<file path="src/power_clock_pkg.sv">
package power_clock_pkg;

  localparam logic [31:0] POWER_KEY_FIRST_ADDR   = 32'hffff0404;
  localparam logic [31:0] POWER_MODE_ADDR        = 32'hffff0408;
  localparam logic [31:0] POWER_KEY_SECOND_ADDR  = 32'hffff040c;
  localparam logic [31:0] PLL_KEY_FIRST_ADDR     = 32'hffff0410;
  localparam logic [31:0] PLL_CONFIG_ADDR        = 32'hffff0414;
  localparam logic [31:0] PLL_KEY_SECOND_ADDR    = 32'hffff0418;
  localparam logic [31:0] PERIPH_KEY_FIRST_ADDR  = 32'hffff0434;
  localparam logic [31:0] PERIPH_CONTROL_ADDR    = 32'hffff0438;
  localparam logic [31:0] PERIPH_KEY_SECOND_ADDR = 32'hffff043c;

  localparam logic [15:0] PLL_KEY_FIRST_VALUE     = 16'h00aa;
  localparam logic [15:0] PLL_KEY_SECOND_VALUE    = 16'h0055;
  localparam logic [15:0] POWER_KEY_FIRST_VALUE   = 16'h0001;
  localparam logic [15:0] POWER_KEY_SECOND_VALUE  = 16'h00f4;
  localparam logic [15:0] PERIPH_KEY_FIRST_VALUE  = 16'h0076;
  localparam logic [15:0] PERIPH_KEY_SECOND_VALUE = 16'h00b1;

  localparam logic [7:0]  POWER_MODE_RESET    = 8'h00;
  localparam logic [7:0]  PLL_CONFIG_RESET    = 8'h21;
  localparam logic [15:0] PERIPH_CONTROL_RESET = 16'h0004;
  localparam logic [7:0]  POWER_MODE_MASK     = 8'h77;
  localparam logic [7:0]  PLL_CONFIG_MASK     = 8'h23;
  localparam logic [15:0] PERIPH_CONTROL_MASK = 16'h09ff;

  localparam int MODE_MSB         = 6;
  localparam int MODE_LSB         = 4;
  localparam int CORE_DIV_MSB     = 2;
  localparam int CORE_DIV_LSB     = 0;
  localparam int PLL_REF_BIT      = 5;
  localparam int SOURCE_MSB       = 1;
  localparam int SOURCE_LSB       = 0;
  localparam int PWM_ON_BIT       = 11;
  localparam int SPI_ON_BIT       = 8;
  localparam int SPI_DIV_MSB      = 7;
  localparam int SPI_DIV_LSB      = 6;
  localparam int TWOWIRE2_ON_BIT  = 5;
  localparam int TWOWIRE2_DIV_MSB = 4;
  localparam int TWOWIRE2_DIV_LSB = 3;
  localparam int TWOWIRE1_ON_BIT  = 2;
  localparam int TWOWIRE1_DIV_MSB = 1;
  localparam int TWOWIRE1_DIV_LSB = 0;

  localparam logic [2:0] MODE_ACTIVE = 3'h0;
  localparam logic [2:0] MODE_PAUSE  = 3'h1;
  localparam logic [2:0] MODE_NAP    = 3'h2;
  localparam logic [2:0] MODE_SLEEP  = 3'h3;
  localparam logic [2:0] MODE_STOP   = 3'h4;
  localparam logic [1:0] SOURCE_PLL      = 2'h1;
  localparam logic [1:0] SOURCE_EXTERNAL = 2'h3;

  localparam int CLOCK_MHZ             = 200;
  localparam int PAUSE_RECOVERY_CD0_NS = 230;
  localparam int NAP_RECOVERY_CD0_NS   = 283;
  localparam int SLOW_RECOVERY_CD7_NS  = 3000;
  localparam int SLEEP_RECOVERY_NS     = 1230000;
  localparam int STOP_RECOVERY_NS      = 1450000;
  localparam int PAUSE_CD0_CYCLES = (PAUSE_RECOVERY_CD0_NS * CLOCK_MHZ + 999) / 1000;
  localparam int NAP_CD0_CYCLES   = (NAP_RECOVERY_CD0_NS * CLOCK_MHZ + 999) / 1000;
  localparam int SLOW_CD7_CYCLES  = (SLOW_RECOVERY_CD7_NS * CLOCK_MHZ + 999) / 1000;
  localparam int SLEEP_CYCLES     = (SLEEP_RECOVERY_NS * CLOCK_MHZ + 999) / 1000;
  localparam int STOP_CYCLES      = (STOP_RECOVERY_NS * CLOCK_MHZ + 999) / 1000;
  localparam int CORE_DIV_TOP     = 7;

  typedef enum logic [2:0] {
    KEY_IDLE   = 3'b001,
    KEY_ARMED  = 3'b010,
    KEY_LOADED = 3'b100
  } key_state_t;

  typedef enum logic [5:0] {
    ST_ACTIVE  = 6'b000001,
    ST_PAUSE   = 6'b000010,
    ST_NAP     = 6'b000100,
    ST_SLEEP   = 6'b001000,
    ST_STOP    = 6'b010000,
    ST_RECOVER = 6'b100000
  } mode_state_t;

endpackage

</file>
<file path="src/key_sequencer.sv">
`timescale 1ns/1ps
module key_sequencer #(
  parameter logic [15:0] FIRST_KEY  = 16'h0000,
  parameter logic [15:0] SECOND_KEY = 16'h0000
) (
  input  wire logic        clock,
  input  wire logic        rst,
  input  wire logic        first_hit,
  input  wire logic        value_hit,
  input  wire logic        second_hit,
  input  wire logic        read_hit,
  input  wire logic [15:0] wdata,
  output logic      [15:0] value_q,
  output logic             commit_q
);
  power_clock_pkg::key_state_t state_q;
  power_clock_pkg::key_state_t state_d;
  wire first_ok  = first_hit && (wdata == FIRST_KEY);
  wire second_ok = second_hit && (wdata == SECOND_KEY);
  wire touched   = first_hit | value_hit | second_hit | read_hit;

  always_comb
  begin
    state_d = state_q;
    unique case (state_q)
      power_clock_pkg::KEY_IDLE:
        if (first_ok) state_d = power_clock_pkg::KEY_ARMED;
      power_clock_pkg::KEY_ARMED:
        if (value_hit) state_d = power_clock_pkg::KEY_LOADED;
        else if (first_ok) state_d = power_clock_pkg::KEY_ARMED;
        else if (touched) state_d = power_clock_pkg::KEY_IDLE;
      power_clock_pkg::KEY_LOADED:
        if (second_ok) state_d = power_clock_pkg::KEY_IDLE;
        else if (first_ok) state_d = power_clock_pkg::KEY_ARMED;
        else if (touched) state_d = power_clock_pkg::KEY_IDLE;
      default: state_d = power_clock_pkg::KEY_IDLE;
    endcase
  end

  always_ff @(posedge clock)
  begin
    if (rst)
    begin
      state_q  <= power_clock_pkg::KEY_IDLE;
      value_q  <= 16'h0000;
      commit_q <= 1'b0;
    end
    else
    begin
      state_q  <= state_d;
      if (state_q == power_clock_pkg::KEY_ARMED && value_hit)
        value_q <= wdata;
      // Only the full ordered sequence commits
      commit_q <= (state_q == power_clock_pkg::KEY_LOADED) && second_ok;
    end
  end
endmodule

</file>
<file path="src/tick_divider.sv">
`timescale 1ns/1ps
module tick_divider #(
  parameter int WIDTH = 7
) (
  input  wire logic       clock,
  input  wire logic       rst,
  input  wire logic       tick_in,
  input  wire logic       run,
  input  wire logic [2:0] shift,
  output logic            tick_q
);
  logic [WIDTH-1:0] count_q;
  wire  [WIDTH-1:0] mask = WIDTH'((1 << shift) - 1);
  wire              hit  = (count_q & mask) == '0;

  always_ff @(posedge clock)
  begin
    if (rst)
    begin
      count_q <= '0;
      tick_q  <= 1'b0;
    end
    else
    begin
      if (tick_in)
        count_q <= count_q + 1'b1;
      // Gated output keeps the divided phase while halted
      tick_q <= run && tick_in && hit;
    end
  end
endmodule

</file>
<file path="src/power_clock_control.sv">
`timescale 1ns/1ps
module power_clock_control #(
  parameter int SLEEP_RECOVERY_CYCLES = power_clock_pkg::SLEEP_CYCLES,
  parameter int STOP_RECOVERY_CYCLES  = power_clock_pkg::STOP_CYCLES
) (
  input  wire logic        clock,
  input  wire logic        rst,
  input  wire logic [31:0] addr,
  input  wire logic [31:0] wdata,
  input  wire logic        wr,
  input  wire logic        rd,
  output logic      [31:0] rdata_q,
  input  wire logic        pll_output_clock,
  input  wire logic        external_clock_tick,
  input  wire logic        pll_locked,
  input  wire logic [3:0]  external_wake_interrupts,
  input  wire logic        core_wake_request,
  input  wire logic        pll_irq_ack,
  output logic             core_clock_tick_q,
  output logic             serial_periph_clock_tick_q,
  output logic             first_twowire_clock_tick_q,
  output logic             second_twowire_clock_tick_q,
  output logic             pwm_enable_q,
  output logic             serial_periph_enable_q,
  output logic             first_twowire_enable_q,
  output logic             second_twowire_enable_q,
  output logic             core_running_q,
  output logic             peripherals_running_q,
  output logic             pll_running_q,
  output logic             crystal_timers_running_q,
  output logic             wake_irqs_enabled_q,
  output logic             clock_source_external_q,
  output logic             pll_reference_internal_q,
  output logic             pll_irq_q
);
  localparam int CW = 20;

  // Address decode
  wire hit_pwr_k1 = addr == power_clock_pkg::POWER_KEY_FIRST_ADDR;
  wire hit_pwr    = addr == power_clock_pkg::POWER_MODE_ADDR;
  wire hit_pwr_k2 = addr == power_clock_pkg::POWER_KEY_SECOND_ADDR;
  wire hit_pll_k1 = addr == power_clock_pkg::PLL_KEY_FIRST_ADDR;
  wire hit_pll    = addr == power_clock_pkg::PLL_CONFIG_ADDR;
  wire hit_pll_k2 = addr == power_clock_pkg::PLL_KEY_SECOND_ADDR;
  wire hit_per_k1 = addr == power_clock_pkg::PERIPH_KEY_FIRST_ADDR;
  wire hit_per    = addr == power_clock_pkg::PERIPH_CONTROL_ADDR;
  wire hit_per_k2 = addr == power_clock_pkg::PERIPH_KEY_SECOND_ADDR;

  logic [7:0]  power_mode_q;
  logic [7:0]  pll_config_q;
  logic [15:0] periph_control_q;
  logic [15:0] pwr_value;
  logic [15:0] pll_value;
  logic [15:0] per_value;
  logic        pwr_commit;
  logic        pll_commit;
  logic        per_commit;

  key_sequencer #(
    .FIRST_KEY  (power_clock_pkg::PLL_KEY_FIRST_VALUE),
    .SECOND_KEY (power_clock_pkg::PLL_KEY_SECOND_VALUE)
  ) pll_keys (
    .clock      (clock),
    .rst        (rst),
    .first_hit  (wr && hit_pll_k1),
    .value_hit  (wr && hit_pll),
    .second_hit (wr && hit_pll_k2),
    .read_hit   (rd && hit_pll),
    .wdata      (wdata[15:0]),
    .value_q    (pll_value),
    .commit_q   (pll_commit)
  );

  key_sequencer #(
    .FIRST_KEY  (power_clock_pkg::POWER_KEY_FIRST_VALUE),
    .SECOND_KEY (power_clock_pkg::POWER_KEY_SECOND_VALUE)
  ) power_keys (
    .clock      (clock),
    .rst        (rst),
    .first_hit  (wr && hit_pwr_k1),
    .value_hit  (wr && hit_pwr),
    .second_hit (wr && hit_pwr_k2),
    .read_hit   (rd && hit_pwr),
    .wdata      (wdata[15:0]),
    .value_q    (pwr_value),
    .commit_q   (pwr_commit)
  );

  key_sequencer #(
    .FIRST_KEY  (power_clock_pkg::PERIPH_KEY_FIRST_VALUE),
    .SECOND_KEY (power_clock_pkg::PERIPH_KEY_SECOND_VALUE)
  ) periph_keys (
    .clock      (clock),
    .rst        (rst),
    .first_hit  (wr && hit_per_k1),
    .value_hit  (wr && hit_per),
    .second_hit (wr && hit_per_k2),
    .read_hit   (rd && hit_per),
    .wdata      (wdata[15:0]),
    .value_q    (per_value),
    .commit_q   (per_commit)
  );

  // Fields
  wire [2:0] operating_mode_field =
    power_mode_q[power_clock_pkg::MODE_MSB:power_clock_pkg::MODE_LSB];
  wire [2:0] core_clock_divider =
    power_mode_q[power_clock_pkg::CORE_DIV_MSB:power_clock_pkg::CORE_DIV_LSB];
  wire [2:0] new_mode =
    pwr_value[power_clock_pkg::MODE_MSB:power_clock_pkg::MODE_LSB];
  wire       pll_reference_select =
    pll_config_q[power_clock_pkg::PLL_REF_BIT];
  wire [1:0] clock_source_mode =
    pll_config_q[power_clock_pkg::SOURCE_MSB:power_clock_pkg::SOURCE_LSB];
  wire       pwm_power_on = periph_control_q[power_clock_pkg::PWM_ON_BIT];
  wire       serial_periph_power_on =
    periph_control_q[power_clock_pkg::SPI_ON_BIT];
  wire [1:0] serial_periph_clock_divider =
    periph_control_q[power_clock_pkg::SPI_DIV_MSB:power_clock_pkg::SPI_DIV_LSB];
  wire       second_twowire_power_on =
    periph_control_q[power_clock_pkg::TWOWIRE2_ON_BIT];
  wire [1:0] second_twowire_clock_divider = periph_control_q[
    power_clock_pkg::TWOWIRE2_DIV_MSB:power_clock_pkg::TWOWIRE2_DIV_LSB];
  wire       first_twowire_power_on =
    periph_control_q[power_clock_pkg::TWOWIRE1_ON_BIT];
  wire [1:0] first_twowire_clock_divider = periph_control_q[
    power_clock_pkg::TWOWIRE1_DIV_MSB:power_clock_pkg::TWOWIRE1_DIV_LSB];

  // Mode sequencing
  power_clock_pkg::mode_state_t state_q;
  power_clock_pkg::mode_state_t state_d;
  logic [CW-1:0] recover_q;
  logic [CW-1:0] recover_load;

  wire ext_wake  = |external_wake_interrupts;
  wire any_wake  = ext_wake | core_wake_request;
  wire in_active = state_q == power_clock_pkg::ST_ACTIVE;

  // Linear between the divider-0 and divider-7 figures
  wire [CW-1:0] pause_load = CW'(power_clock_pkg::PAUSE_CD0_CYCLES +
    ((power_clock_pkg::SLOW_CD7_CYCLES - power_clock_pkg::PAUSE_CD0_CYCLES)
    * int'(core_clock_divider)) / power_clock_pkg::CORE_DIV_TOP);
  wire [CW-1:0] nap_load = CW'(power_clock_pkg::NAP_CD0_CYCLES +
    ((power_clock_pkg::SLOW_CD7_CYCLES - power_clock_pkg::NAP_CD0_CYCLES)
    * int'(core_clock_divider)) / power_clock_pkg::CORE_DIV_TOP);

  always_comb
  begin
    state_d = state_q;
    recover_load = CW'(1);
    unique case (state_q)
      power_clock_pkg::ST_ACTIVE:
        if (pwr_commit)
          unique case (new_mode)
            power_clock_pkg::MODE_PAUSE: state_d = power_clock_pkg::ST_PAUSE;
            power_clock_pkg::MODE_NAP:   state_d = power_clock_pkg::ST_NAP;
            power_clock_pkg::MODE_SLEEP: state_d = power_clock_pkg::ST_SLEEP;
            power_clock_pkg::MODE_STOP:  state_d = power_clock_pkg::ST_STOP;
            default:                     state_d = power_clock_pkg::ST_ACTIVE;
          endcase
      power_clock_pkg::ST_PAUSE:
      begin
        recover_load = pause_load;
        if (any_wake) state_d = power_clock_pkg::ST_RECOVER;
      end
      power_clock_pkg::ST_NAP:
      begin
        recover_load = nap_load;
        if (any_wake) state_d = power_clock_pkg::ST_RECOVER;
      end
      power_clock_pkg::ST_SLEEP:
      begin
        recover_load = CW'(SLEEP_RECOVERY_CYCLES);
        if (ext_wake) state_d = power_clock_pkg::ST_RECOVER;
      end
      power_clock_pkg::ST_STOP:
      begin
        recover_load = CW'(STOP_RECOVERY_CYCLES);
        if (ext_wake) state_d = power_clock_pkg::ST_RECOVER;
      end
      power_clock_pkg::ST_RECOVER:
        if (recover_q <= CW'(1)) state_d = power_clock_pkg::ST_ACTIVE;
      default: state_d = power_clock_pkg::ST_ACTIVE;
    endcase
  end

  wire wake_event = (state_d == power_clock_pkg::ST_RECOVER) &&
                    (state_q != power_clock_pkg::ST_RECOVER);

  always_ff @(posedge clock)
  begin
    if (rst)
    begin
      state_q   <= power_clock_pkg::ST_ACTIVE;
      recover_q <= '0;
    end
    else
    begin
      state_q <= state_d;
      if (wake_event)
        recover_q <= recover_load;
      else if (recover_q != '0)
        recover_q <= recover_q - 1'b1;
    end
  end

  // Protected registers
  always_ff @(posedge clock)
  begin
    if (rst)
    begin
      power_mode_q     <= power_clock_pkg::POWER_MODE_RESET;
      pll_config_q     <= power_clock_pkg::PLL_CONFIG_RESET;
      periph_control_q <= power_clock_pkg::PERIPH_CONTROL_RESET;
    end
    else
    begin
      if (wake_event)
        power_mode_q <= power_mode_q & ~power_clock_pkg::POWER_MODE_MASK
                        | (power_mode_q & 8'h07);
      else if (pwr_commit)
        power_mode_q <= pwr_value[7:0] & power_clock_pkg::POWER_MODE_MASK;
      if (pll_commit)
        pll_config_q <= pll_value[7:0] & power_clock_pkg::PLL_CONFIG_MASK;
      if (per_commit)
        periph_control_q <= per_value & power_clock_pkg::PERIPH_CONTROL_MASK;
    end
  end

  // Clock generation
  wire use_external = clock_source_mode == power_clock_pkg::SOURCE_EXTERNAL;
  wire source_tick  = use_external ? external_clock_tick : pll_output_clock;
  // Lock loss gates the core when it runs from the PLL, without waiting for software
  wire core_run     = in_active && (use_external || pll_locked);
  wire periph_run   = in_active || state_q == power_clock_pkg::ST_PAUSE ||
                      state_q == power_clock_pkg::ST_RECOVER;
  wire [2:0] spi_shift = {1'b0, serial_periph_clock_divider};

  function automatic logic [2:0] twowire_shift(input logic [1:0] code);
    unique case (code)
      2'h0: twowire_shift = 3'h0;
      2'h1: twowire_shift = 3'h2;
      2'h2: twowire_shift = 3'h3;
      2'h3: twowire_shift = 3'h5;
    endcase
  endfunction

  tick_divider core_div (
    .clock   (clock),
    .rst     (rst),
    .tick_in (source_tick),
    .run     (core_run),
    .shift   (core_clock_divider),
    .tick_q  (core_clock_tick_q)
  );

  tick_divider spi_div (
    .clock   (clock),
    .rst     (rst),
    .tick_in (source_tick),
    .run     (periph_run && serial_periph_power_on),
    .shift   (spi_shift),
    .tick_q  (serial_periph_clock_tick_q)
  );

  tick_divider first_twowire_div (
    .clock   (clock),
    .rst     (rst),
    .tick_in (source_tick),
    .run     (periph_run && first_twowire_power_on),
    .shift   (twowire_shift(first_twowire_clock_divider)),
    .tick_q  (first_twowire_clock_tick_q)
  );

  tick_divider second_twowire_div (
    .clock   (clock),
    .rst     (rst),
    .tick_in (source_tick),
    .run     (periph_run && second_twowire_power_on),
    .shift   (twowire_shift(second_twowire_clock_divider)),
    .tick_q  (second_twowire_clock_tick_q)
  );

  // Status outputs and PLL interrupt
  logic lock_seen_q;
  wire  lock_lost = lock_seen_q && !pll_locked;

  always_ff @(posedge clock)
  begin
    if (rst)
    begin
      pwm_enable_q             <= 1'b0;
      serial_periph_enable_q   <= 1'b0;
      first_twowire_enable_q   <= 1'b0;
      second_twowire_enable_q  <= 1'b0;
      core_running_q           <= 1'b0;
      peripherals_running_q    <= 1'b0;
      pll_running_q            <= 1'b0;
      crystal_timers_running_q <= 1'b0;
      wake_irqs_enabled_q      <= 1'b0;
      clock_source_external_q  <= 1'b0;
      pll_reference_internal_q <= 1'b0;
      lock_seen_q              <= 1'b0;
      pll_irq_q                <= 1'b0;
    end
    else
    begin
      pwm_enable_q            <= periph_run && pwm_power_on;
      serial_periph_enable_q  <= periph_run && serial_periph_power_on;
      first_twowire_enable_q  <= periph_run && first_twowire_power_on;
      second_twowire_enable_q <= periph_run && second_twowire_power_on;
      core_running_q          <= core_run;
      peripherals_running_q   <= periph_run;
      pll_running_q           <= state_q != power_clock_pkg::ST_SLEEP &&
                                 state_q != power_clock_pkg::ST_STOP;
      crystal_timers_running_q <= state_q != power_clock_pkg::ST_STOP;
      wake_irqs_enabled_q     <= 1'b1;
      clock_source_external_q <= use_external;
      pll_reference_internal_q <= pll_reference_select;
      lock_seen_q             <= pll_locked;
      // Ack only counts once lock is back; a new loss wins over it
      if (lock_lost)
        pll_irq_q <= 1'b1;
      else if (pll_irq_ack && pll_locked)
        pll_irq_q <= 1'b0;
    end
  end

  // Register read
  wire [31:0] read_mux =
    hit_pwr ? {24'h000000, power_mode_q} :
    hit_pll ? {24'h000000, pll_config_q} :
    hit_per ? {16'h0000, periph_control_q} : 32'h00000000;

  always_ff @(posedge clock)
  begin
    if (rst)
      rdata_q <= 32'h00000000;
    else
      rdata_q <= rd ? read_mux : 32'h00000000;
  end
endmodule

</file>
<file path="config.mk">
export PLATFORM = sky130hd
export DESIGN_NAME = power_clock_control
export DESIGN_NICKNAME = d
export VERILOG_FILES = /design/src/power_clock_pkg.sv /design/src/key_sequencer.sv /design/src/tick_divider.sv /design/src/power_clock_control.sv
export SDC_FILE = /design/constraint.sdc
export NUM_CORES = 1
export LEC_CHECK = 0
export BUFFER_PORTS_ARGS = -buffer_cell sky130_fd_sc_hd__buf_2
export CAP_MARGIN = 10
export CORE_ASPECT_RATIO = 2
export CORE_MARGIN = 2
export CORE_UTILIZATION = 60
export CTS_CLUSTER_SIZE = 24
export DETAILED_ROUTE_END_ITERATION = 7
export PLACE_DENSITY_LB_ADDON = 0.08
export SLEW_MARGIN = 5
export SYNTH_ARGS = -nofsm -noshare
export SYNTH_HDL_FRONTEND = slang
export SYNTH_SLANG_ARGS = --single-unit
</file>
<file path="constraint.sdc">
create_clock -name clock -period 8.6 [get_ports clock]
set_clock_uncertainty 0.05 [all_clocks]
set_input_delay 0.43 -clock clock [delete_from_list [all_inputs] [get_ports clock]]
set_output_delay 0.43 -clock clock [all_outputs]
set_load 0.05 [all_outputs]
</file>
### Word level (Yosys, flattened, before mapping)

Index checks and enable logic that the tools add are counted.

| storage, ports and cells | value |
|---|---|
| flip-flop bits (word level) | 155 |
| bits of input ports | 77 |
| output and inout bits | 48 |
| logic and storage cells | 222 |

| cells by class | value |
|---|---|
| add/sub/neg operators | 11 |
| multiply operators | 2 |
| divide/modulo/power cells | 2 |
| $lt $le $gt $ge | 1 |
| eq/ne operators | 48 |
| shift-type cells | 4 |
| muxes and demuxes | 38 |
| bitwise gates (word level) | 17 |
| reduce and logical (&&, ||, !) cells | 61 |

Operator list:

| cell | count |
|---|---|
| equality test 32 bit, second input constant | 9 |
| one-hot mux 20 bit (4 select lines) | 1 |
| divider 32 x 4 -> 32 bit, second input constant | 2 |
| equality test 16 x 8 -> 1 bit, second input constant | 3 |
| two-way mux 3 bit | 15 |
| logical AND 1 bit | 41 |
| adder 7 x 20 -> 20 bit, first input constant | 2 |
| two-way mux 20 bit | 2 |
| two-way mux 8 bit | 5 |
| equality test 16 x 7 -> 1 bit, second input constant | 2 |
| adder 7 x 1 -> 7 bit, second input constant | 4 |
| AND 7 bit | 4 |
| logical NOT 7 bit | 4 |
| subtractor 7 x 2 -> 7 bit, second input constant | 4 |
| one-hot mux 3 bit (3 select lines) | 3 |
| two-way mux 6 bit | 4 |
| one-hot mux 3 bit (4 select lines) | 2 |
| one-hot mux 6 bit (4 select lines) | 1 |
| << shifter 1 x 3 -> 7 bit, first input constant | 3 |
| less-or-equal comparator 20 x 1 -> 1 bit, second input constant | 1 |
| one-hot mux 5 bit (4 select lines) | 1 |
| nonzero test 20 bit | 1 |
| subtractor 20 x 1 -> 20 bit, second input constant | 1 |
| equality test 16 x 1 -> 1 bit, second input constant | 1 |
| 29 further kinds | 68 |

### Depth between registers and ports, before layout

Gate-level depths: netlist of run 1.

| logic depth | value |
|---|---|
| depth in word-level cells | 9 |
| mapped depth | 35 |
| gate-level depth less buffers | 34 |

### Cells and area by module

Synthesis of run 1 repeated with hierarchy kept, for this count alone.

| second synthesis, totals | value |
|---|---|
| cell total of the unflattened synthesis | 1665 |
| area total of the unflattened synthesis | 12653.4 µm² |

Modules (own cells, without submodules):

| module | times used | cells an instance | area each (µm²) | sequential area each (µm²) |
|---|---|---|---|---|
| power_clock_control | 1 | 1132 | 8166.6 | 1361.3 |
| tick_divider | 4 | 51 | 455.4 | 160.2 |
| key_sequencer at pll_keys | 1 | 115 | 933.4 | 400.4 |
| key_sequencer at power_keys | 1 | 108 | 874.6 | 400.4 |
| key_sequencer at periph_keys | 1 | 106 | 857.1 | 400.4 |

### Worst setup path before layout of run 1

OpenSTA, ideal clock, no wires.

| timing | value |
|---|---|
| path kind | reg-to-reg |
| start point | register power_mode_q[2] |
| end point | register recover_q[7] |
| library setup time | 145 ps |
| arrival time | 7705 ps |
| data required time | 8405 ps |
| setup slack | 701 ps |
| cell stages (with the launch flop) | 32 |
| path buffers | 1 |
| period minus slack after synthesis | 7899 ps |
| cells stage by stage | dfxtp_1 -> buf_2 -> clkinv_1 -> ha_1 -> nand2b_1 -> nand2_1 -> inv_1 -> ha_1 -> o41ai_2 -> mux2i_1 -> a2111oi_1 -> a31oi_2 -> a211oi_4 -> a2111oi_1 -> a2111oi_4 -> nor3b_4 -> a31oi_2 -> nand3_1 -> or3_1 -> a221o_1 -> a2111o_1 -> o211ai_1 -> nand4_1 -> and3b_1 -> ha_1 -> inv_1 -> o21ai_0 -> a21oi_1 -> xnor2_1 -> a221oi_1 -> and2_1 -> a311oi_2 |

| between the ends | value |
|---|---|
| word-level cells in the longest chain between the ends | 5 |
| elaborated cells on any way between the ends | 8 |
| those cells by class | 2 x add/sub; 2 x mul; 2 x div; 2 x mux |

Ends and longest elaborated chain:

| item | line | text |
|---|---|---|
| start, declared | power_clock_control.sv:49 | `logic [7:0] power_mode_q;` |
| start signal, assigned | power_clock_control.sv:212 | `power_mode_q <= power_clock_pkg::POWER_MODE_RESET;` |
| start signal, assigned | power_clock_control.sv:219 | `power_mode_q <= power_mode_q & ~power_clock_pkg::POWER_MODE_MASK` |
| start signal, assigned | power_clock_control.sv:222 | `power_mode_q <= pwr_value[7:0] & power_clock_pkg::POWER_MODE_MASK;` |
| multiplier 10 x 3 -> 13 bit / multiplier 9 x 3 -> 12 bit (equally long branches) | power_clock_control.sv:145, power_clock_control.sv:142 |  |
| divider 32 x 4 -> 32 bit (on tied branches) | power_clock_control.sv:145, power_clock_control.sv:142 |  |
| adder 7 x 20 -> 20 bit (on tied branches) | power_clock_control.sv:143, power_clock_control.sv:140 |  |
| one-hot mux 20 bit (4 select lines) * | power_clock_control.sv:151 | `unique case (state_q)` |
| two-way mux 20 bit * | power_clock_control.sv:200 | `if (wake_event)` |
| end signal, assigned | power_clock_control.sv:201 | `recover_q <= recover_load;` |
| end signal, assigned | power_clock_control.sv:203 | `recover_q <= recover_q - 1'b1;` |
| end, declared | power_clock_control.sv:132 | `logic [CW-1:0] recover_q;` |

Mark *: on every way between the ends. The rest lies on a longest branch, timed or not.
A chain may end at the register's enable or synchronous reset.

### Worst setup path after layout of run 1

| timing | value |
|---|---|
| start point | register power_mode_q[2] |
| end point | register recover_q[8] |

The elaborated chain is that of the path after synthesis.

==> run metrics, run 1 <==
Detail Route Antenna Nets 0; ANT cells 0; Fmax 0.1215 GHz; DRT iter0 DRCs 518; Slew @ Worst Pin 989.6 ps; Pleak 4.861 nW; Hold WS 170.8 ps; final wirelength 32.42 mm; hold crit path type in -> reg; CTS tree built; Post-synth EDFFs 0; CP Buf/Inv Count 2; number of synthesized register bits 127; met1 Use GR 33.27%; CTS Buffer Depth 3; Tot GR Track Use 33.06%; drt pass-1 iters 8; Setup TNS 0 ps; io pins approximately 130; synth warn 0; Port Buf Inserts 86; Unique masters post-synth 117; hold_buf cts 0; Remaining DRCs 0; initial antenna violation count 0; routed len/inst about 19 microns; vias in the first global route ~11,000; Initial Util 61.15%; met3 Resource Use GR 2.920%; Cells after Synth 1,393; die height 193.9 microns; layout cell share with drive strength beyond 1 17.31%; worst endpoint required time 8920 ps; Cells after DPL 1,694; Core ar. 0.01770 sq mm; GP Congestion between 0.9 and 1; final core utilization 70.43%; status finished clean; ys async rst share 0%; clk sink count 127; Std-Cell Rows 69; die area about 0.019 sq mm; clk slew on worst S/H paths 60 ps; Mapped Area 0.01082 sq mm; Max-slew headroom 34.03%; final-layout fill cell count 1,504; Final nets 1,627; critical path class reg -> reg; busiest grt layer met2; largest net degree at the start of global routing 63; DP HPWL ~25 mm; Top FF cell, synth dfxtp_1; final worst-path cycle share 95.73%; sequential element share of the synthesized area 23.49%; first-pass GRT wire length 52.52 mm; final cell count without fillers 1,732; final hold vios 0; Avg Synthesized Cell Area 7.769 sq um; grt total ovfl 0; CTS buffer count 25; H-tree Lvls 4; clock insertion delay at the later pin of the skew report 460 ps; clk root buf clkbuf_16; via count 11,090; Die W 98.97 microns; Max stage delay on crit path 600 ps; routing usage on met2 63.51%; CP delay by family, top compound AO/OA/AOI/OAI gates; cell with the largest stage delay on the worst path fa_1; VDD IR-drop max approximately 0.13 mV; Setup crit end kind flip-flop; Layout area overhead 15.18%; max-capacitance violation count 0; crit path max fanout 12; startpoint types flip-flop; vias per inst around 6.4; Final setup viols 0; Final min period roughly 8200 ps; Crit path arrival time about 8600 ps; PD cells ~140 mW/mm^2; Slew Viols, Final 0
==> stage by stage <==
stage	area [sq um]	worst slack [ps]	power (mW)
floorplan	10900	700.5	0.9286
global placement	11630	179.5	0.9891
detailed placement	11630	203.6	0.9973
CTS	12300	145.8	1.790
global route	12460	-27.00	1.863
finish	12460	367.3	1.788
==> worst register-to-register path, delay by kind of cell, from the launching register on <==
| kind | cells | cell delay, ps |
|---|---|---|
| buf+inv | 2 | 270 |
| fa+ha+maj | 5 | 1890 |
| flops | 1 | 350 |
| simple gates | 8 | 1730 |
| compound gates | 13 | 3860 |
==> cells in the mapped netlist (all sizes together) (11+ instances only) <==
| cell | instances | area, sq um |
|---|---|---|
| buf | 42 | 266.5 |
| o21ai | 69 | 349.1 |
| and3 | 11 | 73.82 |
| nor2b | 14 | 87.58 |
| mux2i | 51 | 510.5 |
| nor3 | 40 | 216.5 |
| nand2b | 26 | 162.7 |
| o31ai | 11 | 82.58 |
| inv | 34 | 127.6 |
| nand3 | 39 | 205.2 |
| nor2 | 169 | 636.9 |
| o211ai | 15 | 127.6 |
| a211oi | 31 | 265.3 |
| nor4 | 21 | 137.6 |
| nor3b | 11 | 98.84 |
| o22ai | 13 | 87.58 |
| xor2 | 30 | 262.8 |
| a211o | 12 | 105.1 |
| or3 | 20 | 130.1 |
| nand2 | 126 | 478.0 |
| clkbuf | 32 | 120.1 |
| a31oi | 23 | 162.7 |
| dfxtp | 127 | 2542 |
| nand4 | 28 | 175.2 |
| and2 | 25 | 156.4 |
| xnor2 | 51 | 454.2 |
| o21a | 21 | 157.7 |
| a21oi | 85 | 436.7 |
| ha | 32 | 400.4 |
==> state kept, by name (all words and copies together), names as in the netlist, 3 cells and up <==
name                        flops
core_div.count_q                7
power_keys.value_q              6
spi_div.count_q                 7
power_mode_q                    6
periph_keys.state_q             3
recover_q                      20
periph_keys.value_q            10
rdata_q                        10
first_twowire_div.count_q       5
second_twowire_div.count_q      5
state_q                         6
pll_keys.value_q                3
pll_keys.state_q                3
periph_control_q               10
power_keys.state_q              3
pll_config_q                    3
==> cell type report <==
cell class              count  area, sq um  share of cell area, %
multi-input cells        1176         7953                  63.80
repair buffers            147        888.4                  7.127
clock buffers              31        668.1                  5.360
flip-flops and latches    127         2545                  20.42
inverters                  37        138.9                  1.114
well taps                 213        266.5                  2.138
clock inverters             1        5.005                0.04015
==> power breakdown <==
part	internal, mW	switching [mW]
registers	0.633	0.0391
clock network	0.533	0.261
logic	0.133	0.188
total	1.30	0.488
==> logic make-up after synthesis <==
logic type	Yosys count	synth area share, %
flops	127	23.49
mux	60	5.654
compound gates	393	26.86
fa+ha+maj	40	4.821
xor+xnor	81	6.625
buf+inv	111	4.856
other cells	1	0.03465
simple gates	580	27.66
==> worst paths after layout <==
check / start / slack (ps) / endpoint / cells past startpoint
setup / recovery: power_mode_q[2] / 370 / recover_q[8] / 28
setup reg to reg: power_mode_q[2] / 370 / recover_q[8] / 28
hold / removal: wdata[8] / 170 / periph_keys.value_q[8] / 3
hold reg to reg: power_keys.value_q[2] / 420 / power_mode_q[2] / 2
==> layout by cell type, fill, tap and decap left out, types with 8 or more instances in the layout <==
cell type  instances
nor2_1           166
dfxtp_1          125
nand2_1          124
buf_2             86
a21oi_1           80
buf_4             61
o21ai_0           56
mux2i_1           50
xnor2_1           50
nand3_1           37
nor3_1            37
inv_1             33
ha_1              31
xor2_1            29
nand4_1           28
nand2b_1          26
a211oi_1          26
and2_1            25
clkbuf_16         25
conb_1            22
o21a_1            21
a31oi_1           20
or3_1             19
nor4_1            19
nor2b_1           14
o22ai_1           12
a211o_1           12
o211ai_1          12
o31ai_1           11
o21ai_1           10
and3_1            10
mux2_2             9
nor3b_1            9
a221oi_1           9
a21o_1             8
nor4b_1            8
or2_2              8
==> timing repair <==
action / CTS / global route
gates resized for setup: 0 / 23
endpoints found under the setup margin: 0 / 8
setup buffers: 0 / 6
==> metal layers <==
| layer | up-vias | part of all wire [%] |
|---|---|---|
| li1 | 5373 | - |
| met1 | 5241 | 36 |
| met2 | 344 | 54 |
| met3 | 132 | 3.4 |
| met4 | 0 | 6.3 |
| met5 | - | 0 |
(Power assumes the default switching activity.)
==> run 2, diff against run 1 <==
--- a/config.mk
+++ b/config.mk
@@ -9,7 +9,7 @@
 export CAP_MARGIN = 10
 export CORE_ASPECT_RATIO = 2
 export CORE_MARGIN = 2
-export CORE_UTILIZATION = 60
+export CORE_UTILIZATION = 45
 export CTS_CLUSTER_SIZE = 24
 export DETAILED_ROUTE_END_ITERATION = 7
 export PLACE_DENSITY_LB_ADDON = 0.08
==> run 2 against run 1 <==
  * Worst setup slack better by 36 ps
  * Combinational power hardly changed
  * Register-to-register slack better by 40 ps
  * Power is 0.32% higher
  * Largest cell class unchanged
==> run metrics, run 2 (same netlist as run 1, synthesis figures left out) <==
status finished clean; Final setup viols 0; total power 1.793 mW; Port Buf Inserts between 80 and 90; Std-Cell Rows 80; Max stage delay on crit path about 610 ps; io pins 125; Tot GR Track Use 26.67%; PD cells around 140 mW/mm^2; Initial Util 45.62%; final cell count without fillers 1,801; layout cell share with drive strength beyond 1 17.50%; Final min period 8196 ps; pre-CTS WS 150.8 ps; post-route cell area 0.01258 sq mm; grt total ovfl 0; crit path max fanout 16; CTS buffer count 17; via count 11,078; CTS Buffer Depth 2; clk slew on worst S/H paths 60 ps; vias per inst 6.151; multi-input combinational cell area 0.008004 sq mm; Fmax 0.1220 GHz; final core utilization 53.02%; Remaining DRCs 0; Layout area overhead 16.23%; flop2flop setup slack 400 ps; Setup crit end kind flip-flop; max-capacitance violation count 0; commonest cells after routing, fill and taps aside 165 x nor2_1, 127 x dfxtp_1, 124 x nand2_1; largest reg by FF count recover_q; initial antenna violation count 0; drt pass-1 iters 7; first-pass GRT wire length 53.75 mm; GP Congestion 0.9311; vias in the first global route 10,756; ANT cells 0; H-tree Lvls 4; Pleak about 4.8 nW; worst setup margin 403.6 ps; Slew Viols, Final 0; critical path class reg -> reg; hold crit path type in -> reg; Worst R2R End recover_q[8]; Final nets 1,614; Cells after DPL between 1,500 and 2,000; VDD IR-drop max 0.1256 mV; Hold Path Depth 3; die height between 200 and 250 microns; DRT iter0 DRCs 728; Hold WS 217.0 ps; Cell Area, Placed 0.01169 sq mm; reg2reg start power_mode_q[0]; FF-to-FF path depth 30; hold path endpoint periph_keys.value_q[11]; final worst-path cycle share 95.31%; Largest register FFs 20; routed len/inst slightly below 20 microns; worst endpoint required time 8880 ps; Register Area ~0.0025 sq mm; Slew @ Worst Pin between 1000 and 1500 ps; Crit path arrival time 8480 ps; final wirelength 34.63 mm; Detail Route Antenna Nets 0; Max-slew headroom a little under a fifth; final hold vios 0; clock insertion delay at the later pin of the skew report 420 ps; Setup TNS 0 ps; leading cell type in the layout, fill and taps excluded nor2_1; die area 0.02538 sq mm; CTS tree built; Core ar. 0.02372 sq mm; final-layout fill cell count 2,348; clk root buf clkbuf_16; Die W 113.7 microns; clk sink count 127; largest net degree at the start of global routing 57; hold_sp wdata[11]; DP HPWL 27.05 mm; startpoint types flip-flop; cell with the largest stage delay on the worst path fa_1
[run 2: report_power, final]
group | internal (mW) | switching (mW)
clock | 0.538 | 0.265
combinational | 0.133 | 0.186
sequential | 0.632 | 0.0393
total | 1.30 | 0.490
[run 2: how the worst max path moves through the flow]
stage	start	end	slack, ps	cells past startpoint
after CTS	power_mode_q[2]	recover_q[9]	110	33
after detailed placement	power_mode_q[2]	recover_q[9]	150	33
after floorplan	power_mode_q[2]	recover_q[7]	700	31
after global routing	power_mode_q[0]	recover_q[8]	-30	30
final	power_mode_q[0]	recover_q[8]	400	30
after global placement	power_mode_q[0]	recover_q[8]	200	30
[run 2: per-layer routing]
metal / up-vias / track usage (%) / part of all wire [%]
met2: 351 / 52.33 / 55
met4: 0 / 18.14 / 6.7
met5: - / 0 / 0
li1: 5384 / - / -
met1: 5213 / 24.93 / 35
met3: 130 / 2.880 / 3.3
[run 2: critical path: cells and delay by family (launching register included)]
| kind | cells | cell delay [ps] |
|---|---|---|
| AO/OA/AOI/OAI | 15 | 4120 |
| adder cells (fa/ha/maj) | 5 | 1800 |
| buffers and inverters | 3 | 360 |
| flip-flops | 1 | 310 |
| AND/OR/NAND/NOR | 7 | 1440 |
[run 2: layout make-up]
cell class                      instances  area share (%)
Clock buffer                           23           3.800
Clock inverter                          9           1.432
Inverter                               37           1.104
Multi-Input combinational cell       1176           63.63
Sequential cell                       127           20.21
Tap cell                              287           2.855
Timing Repair Buffer                  142           6.963
[run 2: timing repair]
action                                  in CTS  in global routing
hold buffers                                 0                  0
resized for setup                            0                 35
buffers inserted                             0                  9
endpoints found under the setup margin       0                  8
